[src/logic/sock_evt_pkg.sv]
// Shared constants for the socket status event flag block
// Overview of operation
// RULE1 - Event flags record only that a change happened, never the new state.
// RULE2 - The interrupt output comes from latched flags, never from live pin levels.
// RULE3 - Writing one to a flag clears it; writing zero leaves it alone.
// RULE4 - Writing one to a force bit sets the matching flag like a real event.
// RULE5 - Bus reset clears every event flag to all zeros.
// RULE6 - Leaving card reset may set flags again if status still holds.
// RULE7 - Enabled interrupts fire for every set unmasked flag, including older ones.
// RULE8 - Software clears pending flags before it enables interrupts.
// RULE9 - Bit 0 latches a status-change or wakeup assertion until software clears it.
// RULE10 - Powered-down wakeup pulses of about 1 ms are still captured.
// RULE11 - Status-change events are ignored from power-up start until power-up complete.
// RULE12 - Status-change capture is re-enabled when power-up complete is signalled.
// RULE13 - The card keeps its status-change line glitch free during power-down.
// RULE14 - Bits 1 and 2 set when their card detect input changes either way.
// RULE15 - Bit 3 sets when socket power-up for a 32-bit card finishes.
// RULE16 - A supply voltage the card does not support is never applied.
// RULE17 - Event bits 4 to 31 read as zero and ignore writes.
// RULE18 - Power-up complete is signalled 256 clock cycles after power-up begins.
// RULE19 - A removal interrupt with detect change enabled clears the mask register.
// RULE20 - Interrupt stays asserted while any enabled flag is set.
package sock_evt_pkg;

  // ----------------------------------------------------------------------
  // Register byte offsets
  // ----------------------------------------------------------------------
  localparam logic [11:0] OFS_EVENT   = 12'h000;
  localparam logic [11:0] OFS_MASK    = 12'h004;
  localparam logic [11:0] OFS_PRESENT = 12'h008;
  localparam logic [11:0] OFS_FORCE   = 12'h00C;
  localparam logic [11:0] OFS_CONTROL = 12'h010;

  // ----------------------------------------------------------------------
  // Event, mask, force and present-state bit positions
  // ----------------------------------------------------------------------
  localparam int BIT_STSCHG  = 0;
  localparam int BIT_DETECT1 = 1;
  localparam int BIT_DETECT2 = 2;
  localparam int BIT_POWER   = 3;
  localparam int EVENT_BITS  = 4;
  localparam int BIT_VCC_LO  = 4;
  localparam int BIT_VCC_HI  = 5;

  // ----------------------------------------------------------------------
  // Control register fields
  // ----------------------------------------------------------------------
  localparam int BIT_PWR_REQ   = 0;
  localparam int BIT_VSEL_LO   = 1;
  localparam int BIT_VSEL_HI   = 2;
  localparam int BIT_CARD_RST  = 3;
  localparam int CONTROL_BITS  = 4;

  // ----------------------------------------------------------------------
  // Reset values
  // ----------------------------------------------------------------------
  localparam logic [3:0] EVENT_RESET   = 4'h0;
  localparam logic [3:0] MASK_RESET    = 4'h0;
  localparam logic [3:0] CONTROL_RESET = 4'h8;

  // ----------------------------------------------------------------------
  // Supply selection codes and timing
  // ----------------------------------------------------------------------
  typedef enum logic [1:0] {
    VCC_OFF = 2'b00,
    VCC_5V0 = 2'b01,
    VCC_3V3 = 2'b10,
    VCC_XV  = 2'b11
  } vcc_sel_t;

  localparam int POWERUP_CYCLES = 256;

endpackage : sock_evt_pkg

[src/logic/pin_sync.sv]
// Three-stage synchroniser with agreement filter for pin inputs
`timescale 1ns/100ps
module pin_sync #(
  parameter int         WIDTH = 1,
  parameter logic [0:0] INIT  = 1'b0
) (
  input  wire logic             pclk,
  input  wire logic             presetn,
  input  wire logic [WIDTH-1:0] pin_in,
  output logic      [WIDTH-1:0] stable_q
);

  logic [WIDTH-1:0] meta_q;
  logic [WIDTH-1:0] s2_q;
  logic [WIDTH-1:0] s3_q;

  if (WIDTH < 1) begin : g_bad_width
    $error("pin_sync needs WIDTH of at least 1");
  end

  // First stage feeds only the second
  always_ff @(posedge pclk or negedge presetn) begin
    if (!presetn) begin
      meta_q <= {WIDTH{INIT}};
      s2_q   <= {WIDTH{INIT}};
      s3_q   <= {WIDTH{INIT}};
    end else begin
      meta_q <= pin_in;
      s2_q   <= meta_q;
      s3_q   <= s2_q;
    end
  end

  // A bit moves only once stages two and three agree
  always_ff @(posedge pclk or negedge presetn) begin
    if (!presetn) begin
      stable_q <= {WIDTH{INIT}};
    end else begin
      stable_q <= (s2_q & s3_q) | (stable_q & (s2_q | s3_q));
    end
  end

endmodule // pin_sync

[src/logic/power_seq.sv]
// Socket power-up sequencer with fixed completion delay
`timescale 1ns/100ps
module power_seq #(
  parameter int CYCLES = 256
) (
  input  wire logic pclk,
  input  wire logic presetn,
  input  wire logic start,
  input  wire logic stop,
  output logic      busy_q,
  output logic      powered_q,
  output logic      done_q
);

  localparam int CW = $clog2(CYCLES + 1);

  logic [CW-1:0] count_q;

  if (CYCLES < 2) begin : g_bad_cycles
    $error("power_seq needs CYCLES of at least 2");
  end

  // RULE18 fixed completion delay
  always_ff @(posedge pclk or negedge presetn) begin
    if (!presetn) begin
      busy_q  <= 1'b0;
      count_q <= '0;
      done_q  <= 1'b0;
    end else begin
      done_q <= 1'b0;
      if (stop) begin
        busy_q  <= 1'b0;
        count_q <= '0;
      end else if (start && !busy_q) begin
        busy_q  <= 1'b1;
        count_q <= CW'(1);
      end else if (busy_q) begin
        if (count_q == CW'(CYCLES - 1)) begin
          busy_q <= 1'b0;
          done_q <= 1'b1;
        end
        count_q <= count_q + CW'(1);
      end
    end
  end

  always_ff @(posedge pclk or negedge presetn) begin
    if (!presetn) begin
      powered_q <= 1'b0;
    end else if (stop) begin
      powered_q <= 1'b0;
    end else if (done_q) begin
      powered_q <= 1'b1;
    end
  end

endmodule // power_seq

[src/logic/socket_status_event_flags.sv]
// Socket status event flags with APB register slave and power control
//
// Design decisions made here: the APB slave port and the register offsets.
`timescale 1ns/100ps
module socket_status_event_flags #(
  parameter int POWERUP_CYCLES = sock_evt_pkg::POWERUP_CYCLES
) (
  input  wire logic        pclk,
  input  wire logic        presetn,
  input  wire logic        psel,
  input  wire logic        penable,
  input  wire logic        pwrite,
  input  wire logic [11:0] paddr,
  input  wire logic [31:0] pwdata,
  input  wire logic [3:0]  pstrb,
  output logic      [31:0] prdata,
  output logic             pready,
  output logic             pslverr,
  input  wire logic        card_stschg_in,
  input  wire logic [1:0]  card_detect_n_in,
  input  wire logic        card_supports_5v0,
  input  wire logic        card_supports_3v3,
  input  wire logic        card_supports_xv,
  output logic             card_reset_n_out,
  output logic             socket_power_en,
  output logic      [1:0]  socket_vcc_sel,
  output logic             status_change_irq_out
);

  // ----------------------------------------------------------------------
  // Parameter checks
  // ----------------------------------------------------------------------
  if (POWERUP_CYCLES < 2) begin : g_bad_cycles
    $error("POWERUP_CYCLES must be at least 2");
  end

  // ----------------------------------------------------------------------
  // Pin synchronisers
  // ----------------------------------------------------------------------
  logic       stschg_s;
  logic [1:0] detect_n_s;
  logic [2:0] vsup_s;

  pin_sync #(
    .WIDTH (1),
    .INIT  (1'b0)
  ) u_sync_stschg (
    .pclk     (pclk),
    .presetn  (presetn),
    .pin_in   (card_stschg_in),
    .stable_q (stschg_s)
  );

  // Detects idle high, so an empty socket wakes up without a false change
  pin_sync #(
    .WIDTH (2),
    .INIT  (1'b1)
  ) u_sync_detect (
    .pclk     (pclk),
    .presetn  (presetn),
    .pin_in   (card_detect_n_in),
    .stable_q (detect_n_s)
  );

  pin_sync #(
    .WIDTH (3),
    .INIT  (1'b0)
  ) u_sync_vsup (
    .pclk     (pclk),
    .presetn  (presetn),
    .pin_in   ({card_supports_xv, card_supports_3v3, card_supports_5v0}),
    .stable_q (vsup_s)
  );

  // ----------------------------------------------------------------------
  // APB decode
  // ----------------------------------------------------------------------
  logic wr_en;
  logic rd_en;
  logic hit_event;
  logic hit_mask;
  logic hit_present;
  logic hit_force;
  logic hit_control;
  logic hit_any;

  assign hit_event   = (paddr == sock_evt_pkg::OFS_EVENT);
  assign hit_mask    = (paddr == sock_evt_pkg::OFS_MASK);
  assign hit_present = (paddr == sock_evt_pkg::OFS_PRESENT);
  assign hit_force   = (paddr == sock_evt_pkg::OFS_FORCE);
  assign hit_control = (paddr == sock_evt_pkg::OFS_CONTROL);
  assign hit_any     = hit_event | hit_mask | hit_present | hit_force | hit_control;

  // Zero wait states; strobe byte 0 carries every implemented bit
  assign wr_en   = psel & penable & pwrite & pstrb[0];
  assign rd_en   = psel & penable & ~pwrite;
  assign pready  = 1'b1;
  assign pslverr = psel & penable & ~hit_any;

  // ----------------------------------------------------------------------
  // Control register and card reset
  // ----------------------------------------------------------------------
  logic [sock_evt_pkg::CONTROL_BITS-1:0] control_q;
  logic                                  card_rst_prev_q;
  logic                                  card_rst_release;

  always_ff @(posedge pclk or negedge presetn) begin
    if (!presetn) begin
      control_q <= sock_evt_pkg::CONTROL_RESET;
    end else if (wr_en && hit_control) begin
      control_q <= pwdata[sock_evt_pkg::CONTROL_BITS-1:0];
    end
  end

  always_ff @(posedge pclk or negedge presetn) begin
    if (!presetn) begin
      card_rst_prev_q <= 1'b1;
    end else begin
      card_rst_prev_q <= control_q[sock_evt_pkg::BIT_CARD_RST];
    end
  end

  assign card_rst_release = card_rst_prev_q & ~control_q[sock_evt_pkg::BIT_CARD_RST];

  always_ff @(posedge pclk or negedge presetn) begin
    if (!presetn) begin
      card_reset_n_out <= 1'b0;
    end else begin
      card_reset_n_out <= ~control_q[sock_evt_pkg::BIT_CARD_RST];
    end
  end

  // ----------------------------------------------------------------------
  // Socket power
  // ----------------------------------------------------------------------
  logic                   pwr_req;
  sock_evt_pkg::vcc_sel_t vsel_req;
  logic                   vsel_ok;
  logic                   pwr_start;
  logic                   pwr_stop;
  logic                   pwr_busy;
  logic                   pwr_on;
  logic                   pwr_done;

  assign pwr_req  = control_q[sock_evt_pkg::BIT_PWR_REQ];
  assign vsel_req = sock_evt_pkg::vcc_sel_t'(
                      control_q[sock_evt_pkg::BIT_VSEL_HI:sock_evt_pkg::BIT_VSEL_LO]);

  // RULE16 refuse unsupported voltage
  always_comb begin
    unique case (vsel_req)
      sock_evt_pkg::VCC_OFF: vsel_ok = 1'b0;
      sock_evt_pkg::VCC_5V0: vsel_ok = vsup_s[0];
      sock_evt_pkg::VCC_3V3: vsel_ok = vsup_s[1];
      sock_evt_pkg::VCC_XV:  vsel_ok = vsup_s[2];
    endcase
  end

  assign pwr_start = pwr_req & vsel_ok & ~socket_power_en;
  assign pwr_stop  = ~pwr_req;

  power_seq #(
    .CYCLES (POWERUP_CYCLES)
  ) u_power_seq (
    .pclk      (pclk),
    .presetn   (presetn),
    .start     (pwr_start),
    .stop      (pwr_stop),
    .busy_q    (pwr_busy),
    .powered_q (pwr_on),
    .done_q    (pwr_done)
  );

  // Supply held at the accepted code until software drops the request
  always_ff @(posedge pclk or negedge presetn) begin
    if (!presetn) begin
      socket_power_en <= 1'b0;
      socket_vcc_sel  <= sock_evt_pkg::VCC_OFF;
    end else if (pwr_stop) begin
      socket_power_en <= 1'b0;
      socket_vcc_sel  <= sock_evt_pkg::VCC_OFF;
    end else if (pwr_start) begin
      socket_power_en <= 1'b1;
      socket_vcc_sel  <= vsel_req;
    end
  end

  // ----------------------------------------------------------------------
  // Event detection
  // ----------------------------------------------------------------------
  logic       stschg_prev_q;
  logic [1:0] detect_prev_q;
  logic       stschg_rise;
  logic [1:0] detect_chg;
  logic [1:0] detect_removed;
  logic       stschg_block;

  always_ff @(posedge pclk or negedge presetn) begin
    if (!presetn) begin
      stschg_prev_q <= 1'b0;
      detect_prev_q <= 2'b11;
    end else begin
      stschg_prev_q <= stschg_s;
      detect_prev_q <= detect_n_s;
    end
  end

  // RULE9 capture assertion edge only
  assign stschg_rise = stschg_s & ~stschg_prev_q;
  // RULE14 either-direction detect change
  assign detect_chg     = detect_n_s ^ detect_prev_q;
  assign detect_removed = detect_chg & detect_n_s;

  // RULE11 blind during power-up; RULE12 done clears the blind
  assign stschg_block = pwr_busy & ~pwr_done;

  // ----------------------------------------------------------------------
  // Event flags
  // ----------------------------------------------------------------------
  logic [sock_evt_pkg::EVENT_BITS-1:0] event_q;
  logic [sock_evt_pkg::EVENT_BITS-1:0] event_d;
  logic [sock_evt_pkg::EVENT_BITS-1:0] hw_set;
  logic [sock_evt_pkg::EVENT_BITS-1:0] sw_set;
  logic [sock_evt_pkg::EVENT_BITS-1:0] sw_clr;
  logic                                still_stschg;
  logic [1:0]                          still_detect;

  // RULE6 status still present at card reset release
  assign still_stschg = card_rst_release & stschg_s;
  assign still_detect = {2{card_rst_release}} & ~detect_n_s;

  // RULE10 synchronised level outlives any millisecond pulse
  always_comb begin
    hw_set = '0;
    hw_set[sock_evt_pkg::BIT_STSCHG]  = (stschg_rise | still_stschg) & ~stschg_block;
    hw_set[sock_evt_pkg::BIT_DETECT1] = detect_chg[0] | still_detect[0];
    hw_set[sock_evt_pkg::BIT_DETECT2] = detect_chg[1] | still_detect[1];
    // RULE15 power-up finished
    hw_set[sock_evt_pkg::BIT_POWER]   = pwr_done;
  end

  // RULE4 force register sets flags
  assign sw_set = (wr_en && hit_force) ? pwdata[sock_evt_pkg::EVENT_BITS-1:0] : '0;
  // RULE3 write one to clear
  assign sw_clr = (wr_en && hit_event) ? pwdata[sock_evt_pkg::EVENT_BITS-1:0] : '0;

  // RULE1 flags hold change only; set wins over clear
  assign event_d = (event_q & ~sw_clr) | hw_set | sw_set;

  // RULE5 bus reset clears all flags
  always_ff @(posedge pclk or negedge presetn) begin
    if (!presetn) begin
      event_q <= sock_evt_pkg::EVENT_RESET;
    end else begin
      event_q <= event_d;
    end
  end

  // ----------------------------------------------------------------------
  // Mask register and removal handling
  // ----------------------------------------------------------------------
  logic [sock_evt_pkg::EVENT_BITS-1:0] mask_q;
  logic                                removal_irq;
  logic                                removal_hold_q;
  logic                                detect_flags_clear;

  assign removal_irq = |(detect_removed & mask_q[sock_evt_pkg::BIT_DETECT2:
                                                 sock_evt_pkg::BIT_DETECT1]);

  // RULE19 removal interrupt clears the mask
  always_ff @(posedge pclk or negedge presetn) begin
    if (!presetn) begin
      mask_q <= sock_evt_pkg::MASK_RESET;
    end else if (removal_irq) begin
      mask_q <= sock_evt_pkg::MASK_RESET;
    end else if (wr_en && hit_mask) begin
      mask_q <= pwdata[sock_evt_pkg::EVENT_BITS-1:0];
    end
  end

  assign detect_flags_clear = ~event_d[sock_evt_pkg::BIT_DETECT1] &
                              ~event_d[sock_evt_pkg::BIT_DETECT2];

  // Keeps the removal interrupt alive after its mask bit is wiped
  always_ff @(posedge pclk or negedge presetn) begin
    if (!presetn) begin
      removal_hold_q <= 1'b0;
    end else if (removal_irq) begin
      removal_hold_q <= 1'b1;
    end else if (detect_flags_clear) begin
      removal_hold_q <= 1'b0;
    end
  end

  // ----------------------------------------------------------------------
  // Interrupt output
  // ----------------------------------------------------------------------
  // RULE2 RULE7 RULE20 flags gated by mask
  always_ff @(posedge pclk or negedge presetn) begin
    if (!presetn) begin
      status_change_irq_out <= 1'b0;
    end else begin
      status_change_irq_out <= (|(event_q & mask_q)) | removal_hold_q;
    end
  end

  // ----------------------------------------------------------------------
  // Read data
  // ----------------------------------------------------------------------
  logic [31:0] rdata_d;

  // RULE17 upper bits read zero
  always_comb begin
    rdata_d = 32'h0000_0000;
    if (hit_event) begin
      rdata_d[sock_evt_pkg::EVENT_BITS-1:0] = event_q;
    end else if (hit_mask) begin
      rdata_d[sock_evt_pkg::EVENT_BITS-1:0] = mask_q;
    end else if (hit_present) begin
      rdata_d[sock_evt_pkg::BIT_STSCHG]  = stschg_s;
      rdata_d[sock_evt_pkg::BIT_DETECT1] = detect_n_s[0];
      rdata_d[sock_evt_pkg::BIT_DETECT2] = detect_n_s[1];
      rdata_d[sock_evt_pkg::BIT_POWER]   = pwr_on;
      rdata_d[sock_evt_pkg::BIT_VCC_HI:sock_evt_pkg::BIT_VCC_LO] = socket_vcc_sel;
    end else if (hit_control) begin
      rdata_d[sock_evt_pkg::CONTROL_BITS-1:0] = control_q;
    end
  end

  // Registered on the setup cycle so data is steady in the access phase
  always_ff @(posedge pclk or negedge presetn) begin
    if (!presetn) begin
      prdata <= 32'h0000_0000;
    end else if (psel && !penable && !pwrite) begin
      prdata <= rdata_d;
    end else if (!psel) begin
      prdata <= 32'h0000_0000;
    end
  end

  // Read enable kept for symmetry of decode; reads have no side effects
  logic unused_rd;
  assign unused_rd = rd_en;

endmodule // socket_status_event_flags

[config.mk]
export PLATFORM = sky130hd
export DESIGN_NAME = socket_status_event_flags
export DESIGN_NICKNAME = d
export VERILOG_FILES = /design/src/logic/sock_evt_pkg.sv /design/src/logic/pin_sync.sv /design/src/logic/power_seq.sv /design/src/logic/socket_status_event_flags.sv
export SDC_FILE = /design/constraint.sdc
export NUM_CORES = 1
export LEC_CHECK = 0
export ABC_AREA = 1
export BUFFER_PORTS_ARGS = -buffer_cell sky130_fd_sc_hd__buf_2
export CORE_MARGIN = 2
export CORE_UTILIZATION = 25
export CTS_BUF_LIST = sky130_fd_sc_hd__clkbuf_4
export CTS_CLUSTER_DIAMETER = 120
export DETAILED_ROUTE_END_ITERATION = 8
export PLACE_DENSITY_LB_ADDON = 0.25
export SYNTH_ARGS = -nofsm -noshare
export SYNTH_HDL_FRONTEND = slang
export SYNTH_SLANG_ARGS = --single-unit
export TNS_END_PERCENT = 20
[constraint.sdc]
create_clock -name pclk -period 1.84 [get_ports pclk]
set_input_delay 0.368 -clock pclk [delete_from_list [all_inputs] [get_ports pclk]]
set_output_delay 0.368 -clock pclk [all_outputs]
set_load 0.05 [all_outputs]
* Word-level counts from Yosys, hierarchy flattened
Cells that the tools add are included.
Widths: inputs -> output; s select.
** Cells by class
- $add $sub $neg :: 1
- Equality and inequality tests :: 12
- Multiplexer cells :: 33
- Bitwise logic cells :: 50
- Reductions and logical operators :: 16
** Operators with widths (number)
- $mux 32 :: 2
- $mux 4 :: 8
- $mux 9 :: 3
- $eq 12x4->1 const B :: 2
- $and 1x1->1 :: 14
- $mux 1 :: 14
- $eq 12x3->1 const B :: 1
- $eq 12x5->1 const B :: 1
- $logic_not 12->1 :: 1
- $and 2x2->2 :: 5
- $mux 2 :: 5
- $or 1x1->1 :: 10
- $add 9x1->9 const B :: 1
- $eq 9x8->1 const B :: 1
- $and 4x4->4 :: 2
- $not 1->1 :: 8
- $or 4x4->4 :: 2
- $logic_and 1x1->1 :: 7
- $and 3x3->3 :: 2
- $ne 2x1->1 const B :: 3
- $or 3x3->3 :: 2
- $eq 2x2->1 const B :: 2
- $not 4->4 :: 1
- $or 2x2->2 :: 2
- 10 further kinds :: 13
** Word-level totals
- Bits in registers :: 90
- Input bits :: 59
- Output and inout port bits :: 39
- Logic and storage cells :: 140

* Longest topological paths before layout
Gate-level depths: netlist (run 1).
- Word-level depth :: 13
- Mapped depth :: 10
- Gate-level depth less buffers :: 10

* Hierarchy
Synthesis (run 1) repeated with hierarchy kept, for this count alone.
** Second synthesis, totals
- Cell total of the unflattened synthesis :: 345
- Area total of the unflattened synthesis :: 3071.7 µm²
** By module, submodules not included
- socket_status_event_flags :: times used 1, cells an instance 221, area an instance 1709.1 µm², seq. area each 705.7 µm²
- power_seq :: times used 1, cells an instance 76, area an instance 654.4 µm², seq. area each 300.3 µm²
- pin_sync (u_sync_vsup) :: times used 1, cells an instance 24, area an instance 349.1 µm², seq. area each 300.3 µm²
- pin_sync (u_sync_detect) :: times used 1, cells an instance 16, area an instance 242.7 µm², seq. area each 210.2 µm²
- pin_sync (u_sync_stschg) :: times used 1, cells an instance 8, area an instance 116.4 µm², seq. area each 100.1 µm²

* Least setup slack after synthesis (run 1)
No wires, ideal clock.
- Kind :: in2out
- From :: input paddr[11]
- To :: output pslverr
- Arrival :: 2.003 ns
- Data required time :: 1.472 ns
- Path slack :: -0.531 ns
- Cell stages on the path :: 7
- Buffers on the path :: 1
- Path through :: nor2_1 nand2_2 nor2_4 buf_6 nand2_1 nand3_1 nor3b_1
** Between the ends
- Word-level cells in the longest chain between the ends :: 7
- Elaborated cells between the ends (all ways) :: 11
- Classes of those cells :: eq/ne (4); bitwise (6); reduce/logical (1)
** RTL lines
- start: declaration :: RTL line socket_status_event_flags.sv:13 : input wire logic [11:0] paddr,
- $eq 12x3->1 or $logic_not 12->1 (tied branches) :: RTL line socket_status_event_flags.sv:88, socket_status_event_flags.sv:87
- $or 1x1->1 (3 in a row) :: RTL line socket_status_event_flags.sv:92 : assign hit_any = hit_event | hit_mask | hit_present | hit_force | hit_control;
- $or 1x1->1 * :: RTL line socket_status_event_flags.sv:92
- $not 1->1 * :: RTL line socket_status_event_flags.sv:98 : assign pslverr = psel & penable & ~hit_any;
- $and 1x1->1 * :: RTL line socket_status_event_flags.sv:98
- end: declaration :: RTL line socket_status_event_flags.sv:18 : output logic pslverr,
Mark *: on every way between the ends. The rest lies on a longest branch, timed or not.

* Final worst setup path (run 1)
- From :: input paddr[7]
- To :: output pslverr
The elaborated chain is that of the path after synthesis.

==> results of run 1 <==
-- placed cells by master, fill, tap and decap left out, types with 2 or more instances in the layout --
master and count:
ha_1 4, nor2_4 3, o22ai_1 5, o21ai_2 3, o31ai_1 2, o21ai_0 14
o21ai_1 11, nor2_2 6, dfstp_2 12, buf_4 13, nor3_2 2, buf_2 38
nand2_1 56, nor3_1 2, a21oi_1 5, inv_1 37, nand2_2 4, nand3b_1 6
xor2_1 5, clkinv_2 3, nor2_1 16, dlygate4sd3_1 2, conb_1 27, maj3_1 6
clkbuf_4 11, nand2_4 2, nand4_1 7, nand3_1 16, dfrtp_1 52
-- worst reg2reg max path, delay by kind of cell, from the launching register on --
family / cells / cell delay (ns)
compound gates: 2 / 0.42
buf+inv: 2 / 0.14
flops: 1 / 0.53
simple gates: 1 / 0.17
fa+ha+maj: 1 / 0.16
-- layer usage --
layer  global-route usage  vias to the layer above  wire (µm)
li1                     -                     1095          -
met2                0.152                       72       2680
met5                    0                        -          0
met1                0.147                     1028       3170
met4               0.0577                        0        144
met3               0.0254                       14        295
-- state kept, by name, indices dropped and copies added (netlist names), 2 cells and up --
| signal | count |
|---|---|
| control_q | 4 |
| socket_vcc_sel | 2 |
| prdata | 6 |
| u_sync_vsup.stable_q | 3 |
| event_q | 4 |
| u_sync_detect.meta_q | 2 |
| u_power_seq.count_q | 9 |
| u_sync_vsup.meta_q | 3 |
| u_sync_detect.s2_q | 2 |
| u_sync_detect.s3_q | 2 |
| u_sync_vsup.s2_q | 3 |
| mask_q | 4 |
| detect_prev_q | 2 |
| u_sync_vsup.s3_q | 3 |
| u_sync_detect.stable_q | 2 |
-- path summary, 6_finish.rpt --
kind                                  startpoint                      end  slack (ns)  cells past startpoint
setup / recovery                        paddr[7]                  pslverr        0.11                      8
hold / removal               card_detect_n_in[1]  u_sync_detect.meta_q[1]        0.06                      1
setup reg to reg                detect_prev_q[1]                mask_q[1]        0.34                      6
hold reg to reg            u_sync_vsup.meta_q[2]      u_sync_vsup.s2_q[2]        0.36                      0
max in group asynchronous                presetn          card_rst_prev_q        1.00                      3
min in group asynchronous                presetn   u_power_seq.count_q[3]        0.48                      3
-- power breakdown --
part / internal (mW) / switching (mW)
registers: 1.46 / 0.0233
clock network: 0.435 / 0.510
logic: 0.0645 / 0.216
total: 1.96 / 0.749
-- area by class of cell --
type | count | area (µm²) | area share
clock buffer | 11 | 82.6 | 0.0232
clock inverter | 5 | 48.8 | 0.0137
inverter | 39 | 149 | 0.0419
multi-input combinational | 209 | 1140 | 0.322
sequential | 64 | 1620 | 0.455
tap | 147 | 184 | 0.0518
timing repair buffer | 54 | 328 | 0.0923
-- what timing repair did --
item | 4_1_cts | 5_1_grt
resized for setup | 0 | 4
endpoints found under the setup margin | 0 | 1
hold buffers | 1 | 1
endpoints found under the hold margin | 52 | 1
-- per-stage QoR --
| step | std cells | utilization | setup WS (ns) | hold WS (ns) | total power [mW] |
|---|---|---|---|---|---|
| global placement | 511 | 0.285 | 0.0891 | 0.335 | 1.78 |
| finish | 529 | 0.298 | 0.112 | 0.0643 | 2.71 |
| detailed placement | 511 | 0.285 | 0.0872 | 0.336 | 1.79 |
| floorplan | 342 | - | 0.0908 | 0.0724 | 1.73 |
| CTS | 528 | 0.297 | 0.0879 | 0.0158 | 2.75 |
| global route | 529 | 0.298 | 0.0133 | 0.00312 | 2.85 |
-- cells by family (layout without fill, tap and decap cells) --
| group | after synthesis | in the layout | synth area share |
|---|---|---|---|
| compound gates | 43 | 43 | 0.0816 |
| xor+xnor | 6 | 6 | 0.0173 |
| fa+ha+maj | 10 | 10 | 0.0363 |
| buf+inv | 69 | 109 | 0.127 |
| flops | 64 | 64 | 0.532 |
| other cells | 2 | 27 | 0.00247 |
| simple gates | 123 | 123 | 0.203 |
==> results.py, run 1 <==
metrics = {
    "routing": {
        "wirelength_um": 6280,
        "num_vias": 2209,
        "routedWlPerCell_um": 11.9,
        "ant_nets": 0,
        "drt_iter0_drc": 68,
        "drc": 0,
        "vias_per_cell": 4.18,
        "first_pass_iters": 5,
    },
    "place": {
        "place.gp.congestion": 0.856,
        "dp_hpwl_um": 4590,
        "place_area_um2": 3390,
        "io_buffers": 39,
    },
    "setup_path": {
        "cp_data_arrival_time_ns": 1.36,
        "critPathLaunchType": "input pin",
        "critPathSlowestCell": "buf_4",
        "critical_path_required_ns": 1.47,
        "crit_top_cell": "nand2_1",
        "crit_family": "simple AND/OR/NAND/NOR gates",
        "path_max_fanout": 4,
        "worstSetupPathType": "in2out",
        "worstPathCellList": "buf_2 > nor2_2 > nand2_1 > nor2_4 > nand2_1 > nand3_1 > nor3b_4 > buf_4",
        "cp_num_buf_inv": 2,
        "slowest_delay_ns": 0.19,
        "critPathCaptureType": "output port",
    },
    "cts": {
        "root_buffer": "clkbuf_4",
        "insertion_delay_ns": 0.39,
        "post_cts_buffers": 0,
        "cts.sinks": 64,
        "clkTransAtPathRegs_ns": 0.10,
        "cts.path.max_buffers": 2,
        "cts_max_level": 3,
        "numCtsBuffers": 9,
        "tritoncts": "done",
    },
    "synthesis": {
        "yosys_warnings": 0,
        "synthesis.area_um2": 3040,
        "synth_common_cells": "nand2_1, dfrtp_1, inv_1, buf_4, nor2_1",
        "yosysMostFrequentCell": "nand2_1",
        "synth_ff_type": "dfrtp_1",
        "synth_edf_count": 0,
        "yosysUniqueCellTypes": 35,
        "yosys.area.top_type": "dfrtp_1",
        "synthTopCellsByArea": "dfrtp_1, dfstp_2, nand2_1",
        "synth_top_area_frac": 0.429,
        "ys_seq_area_frac": 0.532,
        "synthArstFlopShare": 1.00,
        "syn-mean-instance-area_um2": 9.58,
        "synth_cells": 317,
        "synth_seq_cells": 64,
    },
    "job": {
        "cap_viol_max_count": 0,
    },
    "grt": {
        "grt_max_degree": 65,
        "grt_pass1_vias": 2208,
        "overflow": 0,
        "grt_pass1_wl_um": 10700,
        "grtUsageTotal": 0.106,
        "antenna_found_initial": 0,
    },
    "pwr": {
        "pwr_density_cell_nw_per_um2": 762,
        "p_leak_nw": 1.67,
        "ir_drop_mv": 0.324,
    },
    "die": {
        "io_pins": 98,
        "dieArea_um2": 13000,
        "core_um2": 11900,
        "fp.dieH_um": 114,
        "num_rows": 40,
        "dieWidth_um": 114,
        "initial_core_util": 0.255,
    },
    "outcome": {
        "status": "finished clean",
    },
    "sta": {
        "setup_viol": 0,
        "clock_skew_ns": 0.0118,
        "rsz0062_at_grt": "no",
        "final-max-slew-violation-count": 0,
        "min_period_ns": 1.73,
        "fin_setup_tns_ns": 0,
        "fmax_mhz": 579,
        "hold_violations": 0,
        "min_period_over_period": 0.939,
    },
    "finish": {
        "syn_to_final_growth_pct": 17.0,
        "fin_nets": 440,
        "diodes": 0,
        "fillers": 1263,
        "finish.instance_area_um2": 3550,
        "drive_above_1_share": 0.272,
    },
    "worst_hold_path": {
        "hold_class": "in2reg",
    },
}
No activity file was read; power rests on OpenSTA's default activity.
==> inputs of run 2 (changes only) <==
==> constraint.sdc (replaced) <==
create_clock -name pclk -period 1.84 [get_ports pclk]
set_input_delay 0.276 -clock pclk [delete_from_list [all_inputs] [get_ports pclk]]
set_output_delay 0.276 -clock pclk [all_outputs]
set_load 0.05 [all_outputs]
==> run 2 against run 1 <==
Flip-flop and latch count unchanged. Via count down 2.8%. Clock skew up 0.0038 ns. Highest routed layer unchanged. Cell area up 0.81%. Sequential share of layout area down 0.37 points. Total power up 5.6%. Wire length down 2.4%. Non-clock buffer count unchanged.
==> results.py, run 2 (synthesis gave the netlist of run 1 again) <==
metrics = {
    "die": {
        "io_pins": 98,
        "initial_core_util": 0.255,
        "core_um2": 11900,
        "dieWidth_um": 114,
        "dieArea_um2": 13000,
        "num_rows": 40,
        "fp.dieH_um": 114,
    },
    "sta": {
        "final-max-slew-violation-count": 0,
        "fmax_mhz": 596,
        "clock_skew_ns": 0.0156,
        "fin_ws_ns": 0.162,
        "min_period_over_period": 0.912,
        "min_period_ns": 1.68,
        "hold_violations": 0,
        "rsz0062_at_grt": "no",
        "setup_viol": 0,
        "fin_setup_tns_ns": 0,
    },
    "setup_path": {
        "r2r-end": "mask_q[1]",
        "cp_data_arrival_time_ns": 1.40,
        "path_max_fanout": 7,
        "rrSetupSlack_ns": 0.37,
        "critPathSlowestCell": "nor2_4",
        "worstSetupPathType": "in2out",
        "critPathCaptureType": "output port",
        "crit_family": "simple AND/OR/NAND/NOR gates",
        "cp_num_buf_inv": 2,
        "reg2reg_from": "detect_prev_q[1]",
        "critPathLaunchType": "input pin",
        "slowest_delay_ns": 0.24,
        "r2r_cells": 6,
        "worstPathCellList": "buf_2 > nor2_1 > nand2_2 > nor2_4 > nand3_2 > nor3b_2 > buf_2",
        "crit_top_cell": "buf_2",
        "critical_path_required_ns": 1.56,
    },
    "routing": {
        "num_vias": 2148,
        "wirelength_um": 6130,
        "drt_iter0_drc": 94,
        "vias_per_cell": 4.06,
        "drc": 0,
        "ant_nets": 0,
        "first_pass_iters": 4,
        "routedWlPerCell_um": 11.6,
    },
    "worst_hold_path": {
        "min_from": "pwdata[0]",
        "hold_class": "in2reg",
        "min_path_cells": 3,
        "min_to": "event_q[0]",
    },
    "cts": {
        "tritoncts": "done",
        "post_cts_buffers": 0,
        "root_buffer": "clkbuf_4",
        "insertion_delay_ns": 0.40,
        "cts_hold_buf": 7,
        "clkTransAtPathRegs_ns": 0.12,
        "cts-resized-gates": 0,
        "cts.sinks": 64,
        "numCtsBuffers": 9,
        "cts.path.max_buffers": 2,
        "cts_max_level": 3,
    },
    "grt": {
        "grt_max_degree": 65,
        "grt_pass1_vias": 2111,
        "overflow": 0,
        "grt_pass1_wl_um": 10400,
        "antenna_found_initial": 0,
        "grtUsageTotal": 0.103,
    },
    "place": {
        "place.gp.congestion": 0.840,
        "preCtsSetupSlack_ns": 0.154,
        "placed_cells": 506,
        "io_buffers": 39,
        "dp_hpwl_um": 4580,
    },
    "pwr": {
        "switching_power_uw": 778,
        "total_power_mw": 2.86,
        "p_int_mw": 2.08,
        "power_frac_comb": 0.099,
        "pwr-share-clk": 0.383,
        "ir_drop_mv": 0.273,
        "switching_share": 0.272,
        "pwr_density_cell_nw_per_um2": 798,
        "seqPwrFrac": 0.518,
        "p_leak_nw": 1.67,
    },
    "finish": {
        "diodes": 0,
        "fin_nets": 440,
        "fin_cells": 529,
        "mostFrequentLayoutCell": "nand2_1",
        "drive_above_1_share": 0.257,
        "multi_input_area_um2": 1130,
        "largest_reg_flops": 9,
        "utilization": 0.301,
        "syn_to_final_growth_pct": 18.0,
        "largest_register": "u_power_seq.count_q",
        "top_regs": "u_power_seq.count_q: 9 flops, prdata: 6 flops",
        "regArea_um2": 1620,
        "fillers": 1235,
        "mostFrequentLayoutCells": "nand2_1, dfrtp_1, buf_2",
    },
    "job": {
        "cap_viol_max_count": 0,
    },
    "outcome": {
        "status": "finished clean",
    },
}
-- run 2: per-stage QoR --
stage | hold slack (ns) | cell area, µm²
4_1_cts | 0.108 | 3580
5_1_grt | 0.131 | 3580
6_report | 0.139 | 3580
3_5_place_dp | 0.326 | 3350
2_1_floorplan | -0.0196 | 3140
3_3_place_gp | 0.313 | 3350
-- run 2: final cells by class --
class | instances | share of cell area
Clock buffer | 9 | 0.0189
Clock inverter | 7 | 0.0262
Inverter | 39 | 0.0416
Multi-Input combinational cell | 209 | 0.316
Sequential cell | 64 | 0.451
Tap cell | 147 | 0.0513
Timing Repair Buffer | 54 | 0.0943
-- run 2: metal layers --
layer / up-vias / wire length, µm / share of wire / global-route usage
li1: 1100 / - / - / -
met1: 982 / 3150 / 0.51 / 0.143
met2: 59 / 2640 / 0.43 / 0.155
met3: 7 / 251 / 0.041 / 0.0238
met4: 0 / 91 / 0.015 / 0.0463
met5: - / 0 / 0 / 0
-- run 2: how the worst max path moves through the flow --
stage,start,end,slack [ns],cells past startpoint
2_1_floorplan,paddr[11],pslverr,0.13,7
3_3_place_gp,paddr[1],pslverr,0.16,8
3_5_place_dp,paddr[11],mask_q[1],0.15,9
4_1_cts,paddr[11],pslverr,0.15,7
5_1_grt,paddr[1],pslverr,0.03,8
6_report,paddr[11],pslverr,0.16,7
-- run 2: power by group through the flow --
stage,Sequential (mW),Clock (mW),Combinational (mW)
global route,1.49,1.21,0.312
global placement,1.51,0,0.271
finish,1.48,1.10,0.282
floorplan,1.50,0,0.230
CTS,1.48,1.14,0.286
detailed placement,1.51,0,0.275
-- run 2: worst reg2reg max path, stage by stage, from the launching register on --
cell and delay, ns:
dfstp_2 0.53, inv_1 0.03, ha_1 0.16, a22o_1 0.20, inv_1 0.10, nand3_1 0.16
o22ai_1 0.20
==> inputs of run 3 (changes only) <==
--- a/config.mk
+++ b/config.mk
@@ -8,7 +8,7 @@
 export ABC_AREA = 1
 export BUFFER_PORTS_ARGS = -buffer_cell sky130_fd_sc_hd__buf_2
 export CORE_MARGIN = 2
-export CORE_UTILIZATION = 25
+export CORE_UTILIZATION = 52
 export CTS_BUF_LIST = sky130_fd_sc_hd__clkbuf_4
 export CTS_CLUSTER_DIAMETER = 120
 export DETAILED_ROUTE_END_ITERATION = 8
==> run 3 against run 2 <==
Total power fell by 1.7%. Worst setup slack improved by 0.055 ns. Flip-flop and latch count did not move. Sequential power barely moved. Die area fell by 50%. Clock skew fell by 0.0051 ns. Sequential share of layout area rose by 1.2 points. Global-route usage rose by 8.4 points. Largest cell class unchanged. Critical path type unchanged. Highest routed layer unchanged. Register-to-register slack improved by 0.03 ns. Hold slack got worse by 0.0098 ns.
==> results.py, run 3 (synthesis gave the netlist of run 1 again) <==
metrics = {
    "sta": {
        "min_period_over_period": 0.882,
        "fmax_mhz": 616,
        "final-max-slew-violation-count": 0,
        "clock_skew_ns": 0.0105,
        "hold_slack_ns": 0.130,
        "hold_violations": 0,
        "setup_viol": 0,
        "rsz0062_at_grt": "no",
        "min_period_ns": 1.62,
        "fin_setup_tns_ns": 0,
    },
    "die": {
        "core_um2": 5570,
        "initial_core_util": 0.545,
        "dieWidth_um": 80.4,
        "dieArea_um2": 6470,
        "num_rows": 27,
        "fp.dieH_um": 80.4,
        "io_pins": 98,
    },
    "setup_path": {
        "worstSetupPathType": "in2out",
        "cp_data_arrival_time_ns": 1.35,
        "critPathCaptureType": "output port",
        "critical_path_required_ns": 1.56,
        "reg2reg_from": "detect_prev_q[1]",
        "r2r_cells": 6,
        "rrSetupSlack_ns": 0.40,
        "r2r-end": "mask_q[1]",
        "path_max_fanout": 6,
        "critPathLaunchType": "input pin",
    },
    "pwr": {
        "p_leak_nw": 1.67,
        "pwr_density_cell_nw_per_um2": 806,
        "total_power_mw": 2.81,
        "ir_drop_mv": 0.610,
    },
    "routing": {
        "num_vias": 2205,
        "routedWlPerCell_um": 12.2,
        "ant_nets": 0,
        "first_pass_iters": 4,
        "vias_per_cell": 4.86,
        "drc": 0,
        "drt_iter0_drc": 85,
        "wirelength_um": 5560,
    },
    "finish": {
        "syn_to_final_growth_pct": 14.8,
        "mostFrequentLayoutCells": "nand2_1, dfrtp_1, buf_2",
        "fin_nets": 440,
        "largest_reg_flops": 9,
        "diodes": 0,
        "finish.instance_area_um2": 3490,
        "largest_register": "u_power_seq.count_q",
        "mostFrequentLayoutCell": "nand2_1",
        "top_regs": "u_power_seq.count_q: 9 flops, prdata: 6 flops",
        "drive_above_1_share": 0.251,
        "fillers": 467,
    },
    "grt": {
        "antenna_found_initial": 0,
        "grt_pass1_wl_um": 9020,
        "grtUsageTotal": 0.187,
        "grt_pass1_vias": 2029,
        "grt_max_degree": 65,
        "overflow": 0,
    },
    "place": {
        "io_buffers": 39,
        "place.gp.congestion": 0.855,
        "place_area_um2": 3260,
        "dp_hpwl_um": 4020,
    },
    "cts": {
        "root_buffer": "clkbuf_4",
        "cts.path.max_buffers": 2,
        "clkTransAtPathRegs_ns": 0.11,
        "cts.sinks": 64,
        "insertion_delay_ns": 0.39,
        "tritoncts": "done",
        "numCtsBuffers": 9,
        "cts_max_level": 3,
        "post_cts_buffers": 0,
    },
    "job": {
        "cap_viol_max_count": 0,
    },
    "worst_hold_path": {
        "min_from": "pwdata[3]",
        "hold_class": "in2reg",
        "min_path_cells": 3,
        "min_to": "event_q[3]",
    },
    "outcome": {
        "status": "finished clean",
    },
}
-- run 3: power by group --
part	total (mW)	internal, mW	switching (mW)
logic	0.279	0.0670	0.212
clock network	1.05	0.560	0.487
registers	1.48	1.46	0.0234
-- run 3: how the worst max path moves through the flow --
stage          slack (ns)  cells after the start        end      start
2_1_floorplan        0.13                      7    pslverr  paddr[11]
3_3_place_gp         0.23                      8    pslverr   paddr[1]
3_5_place_dp         0.20                      9  mask_q[1]   paddr[7]
4_1_cts              0.22                      7    pslverr   paddr[7]
5_1_grt              0.12                      8    pslverr   paddr[1]
6_report             0.22                      7    pslverr   paddr[7]
-- run 3: layout make-up --
class                      instances  area (µm²)  share of cell area
sequential                        64        1620               0.464
multi-input combinational        209        1130               0.325
timing repair buffer              54         338              0.0969
inverter                          39         149              0.0427
tap                               72        90.1              0.0258
clock inverter                     6        83.8              0.0240
clock buffer                      10        75.1              0.0215
-- run 3: timing repair --
item / in CTS / in global routing
endpoints found under the hold margin: 58 / 0
gates resized for setup: 0 / 0
hold buffers: 7 / 0
-- run 3: routing by layer --
metal,vias to the layer above,GRT usage,share of wire
met4,0,0.0881,0.013
met3,8,0.0416,0.057
met1,1020,0.246,0.47
li1,1098,-,-
met2,79,0.296,0.46
met5,-,0,0
-- run 3: stage by stage --
step / utilization / instances / setup WS, ns
after detailed placement: 0.584 / 431 / 0.204
after floorplan: - / 342 / 0.131
after CTS: 0.625 / 454 / 0.220
final: 0.625 / 454 / 0.217
after global placement: 0.584 / 431 / 0.229
after global routing: 0.625 / 454 / 0.118
-- run 3: critical path, cell delays in order --
cell and delay [ns]:
buf_2 0.10, nor2_2 0.14, nand2_1 0.10, nor2_4 0.20, nand3_2 0.13, nor3b_2 0.18
buf_2 0.21
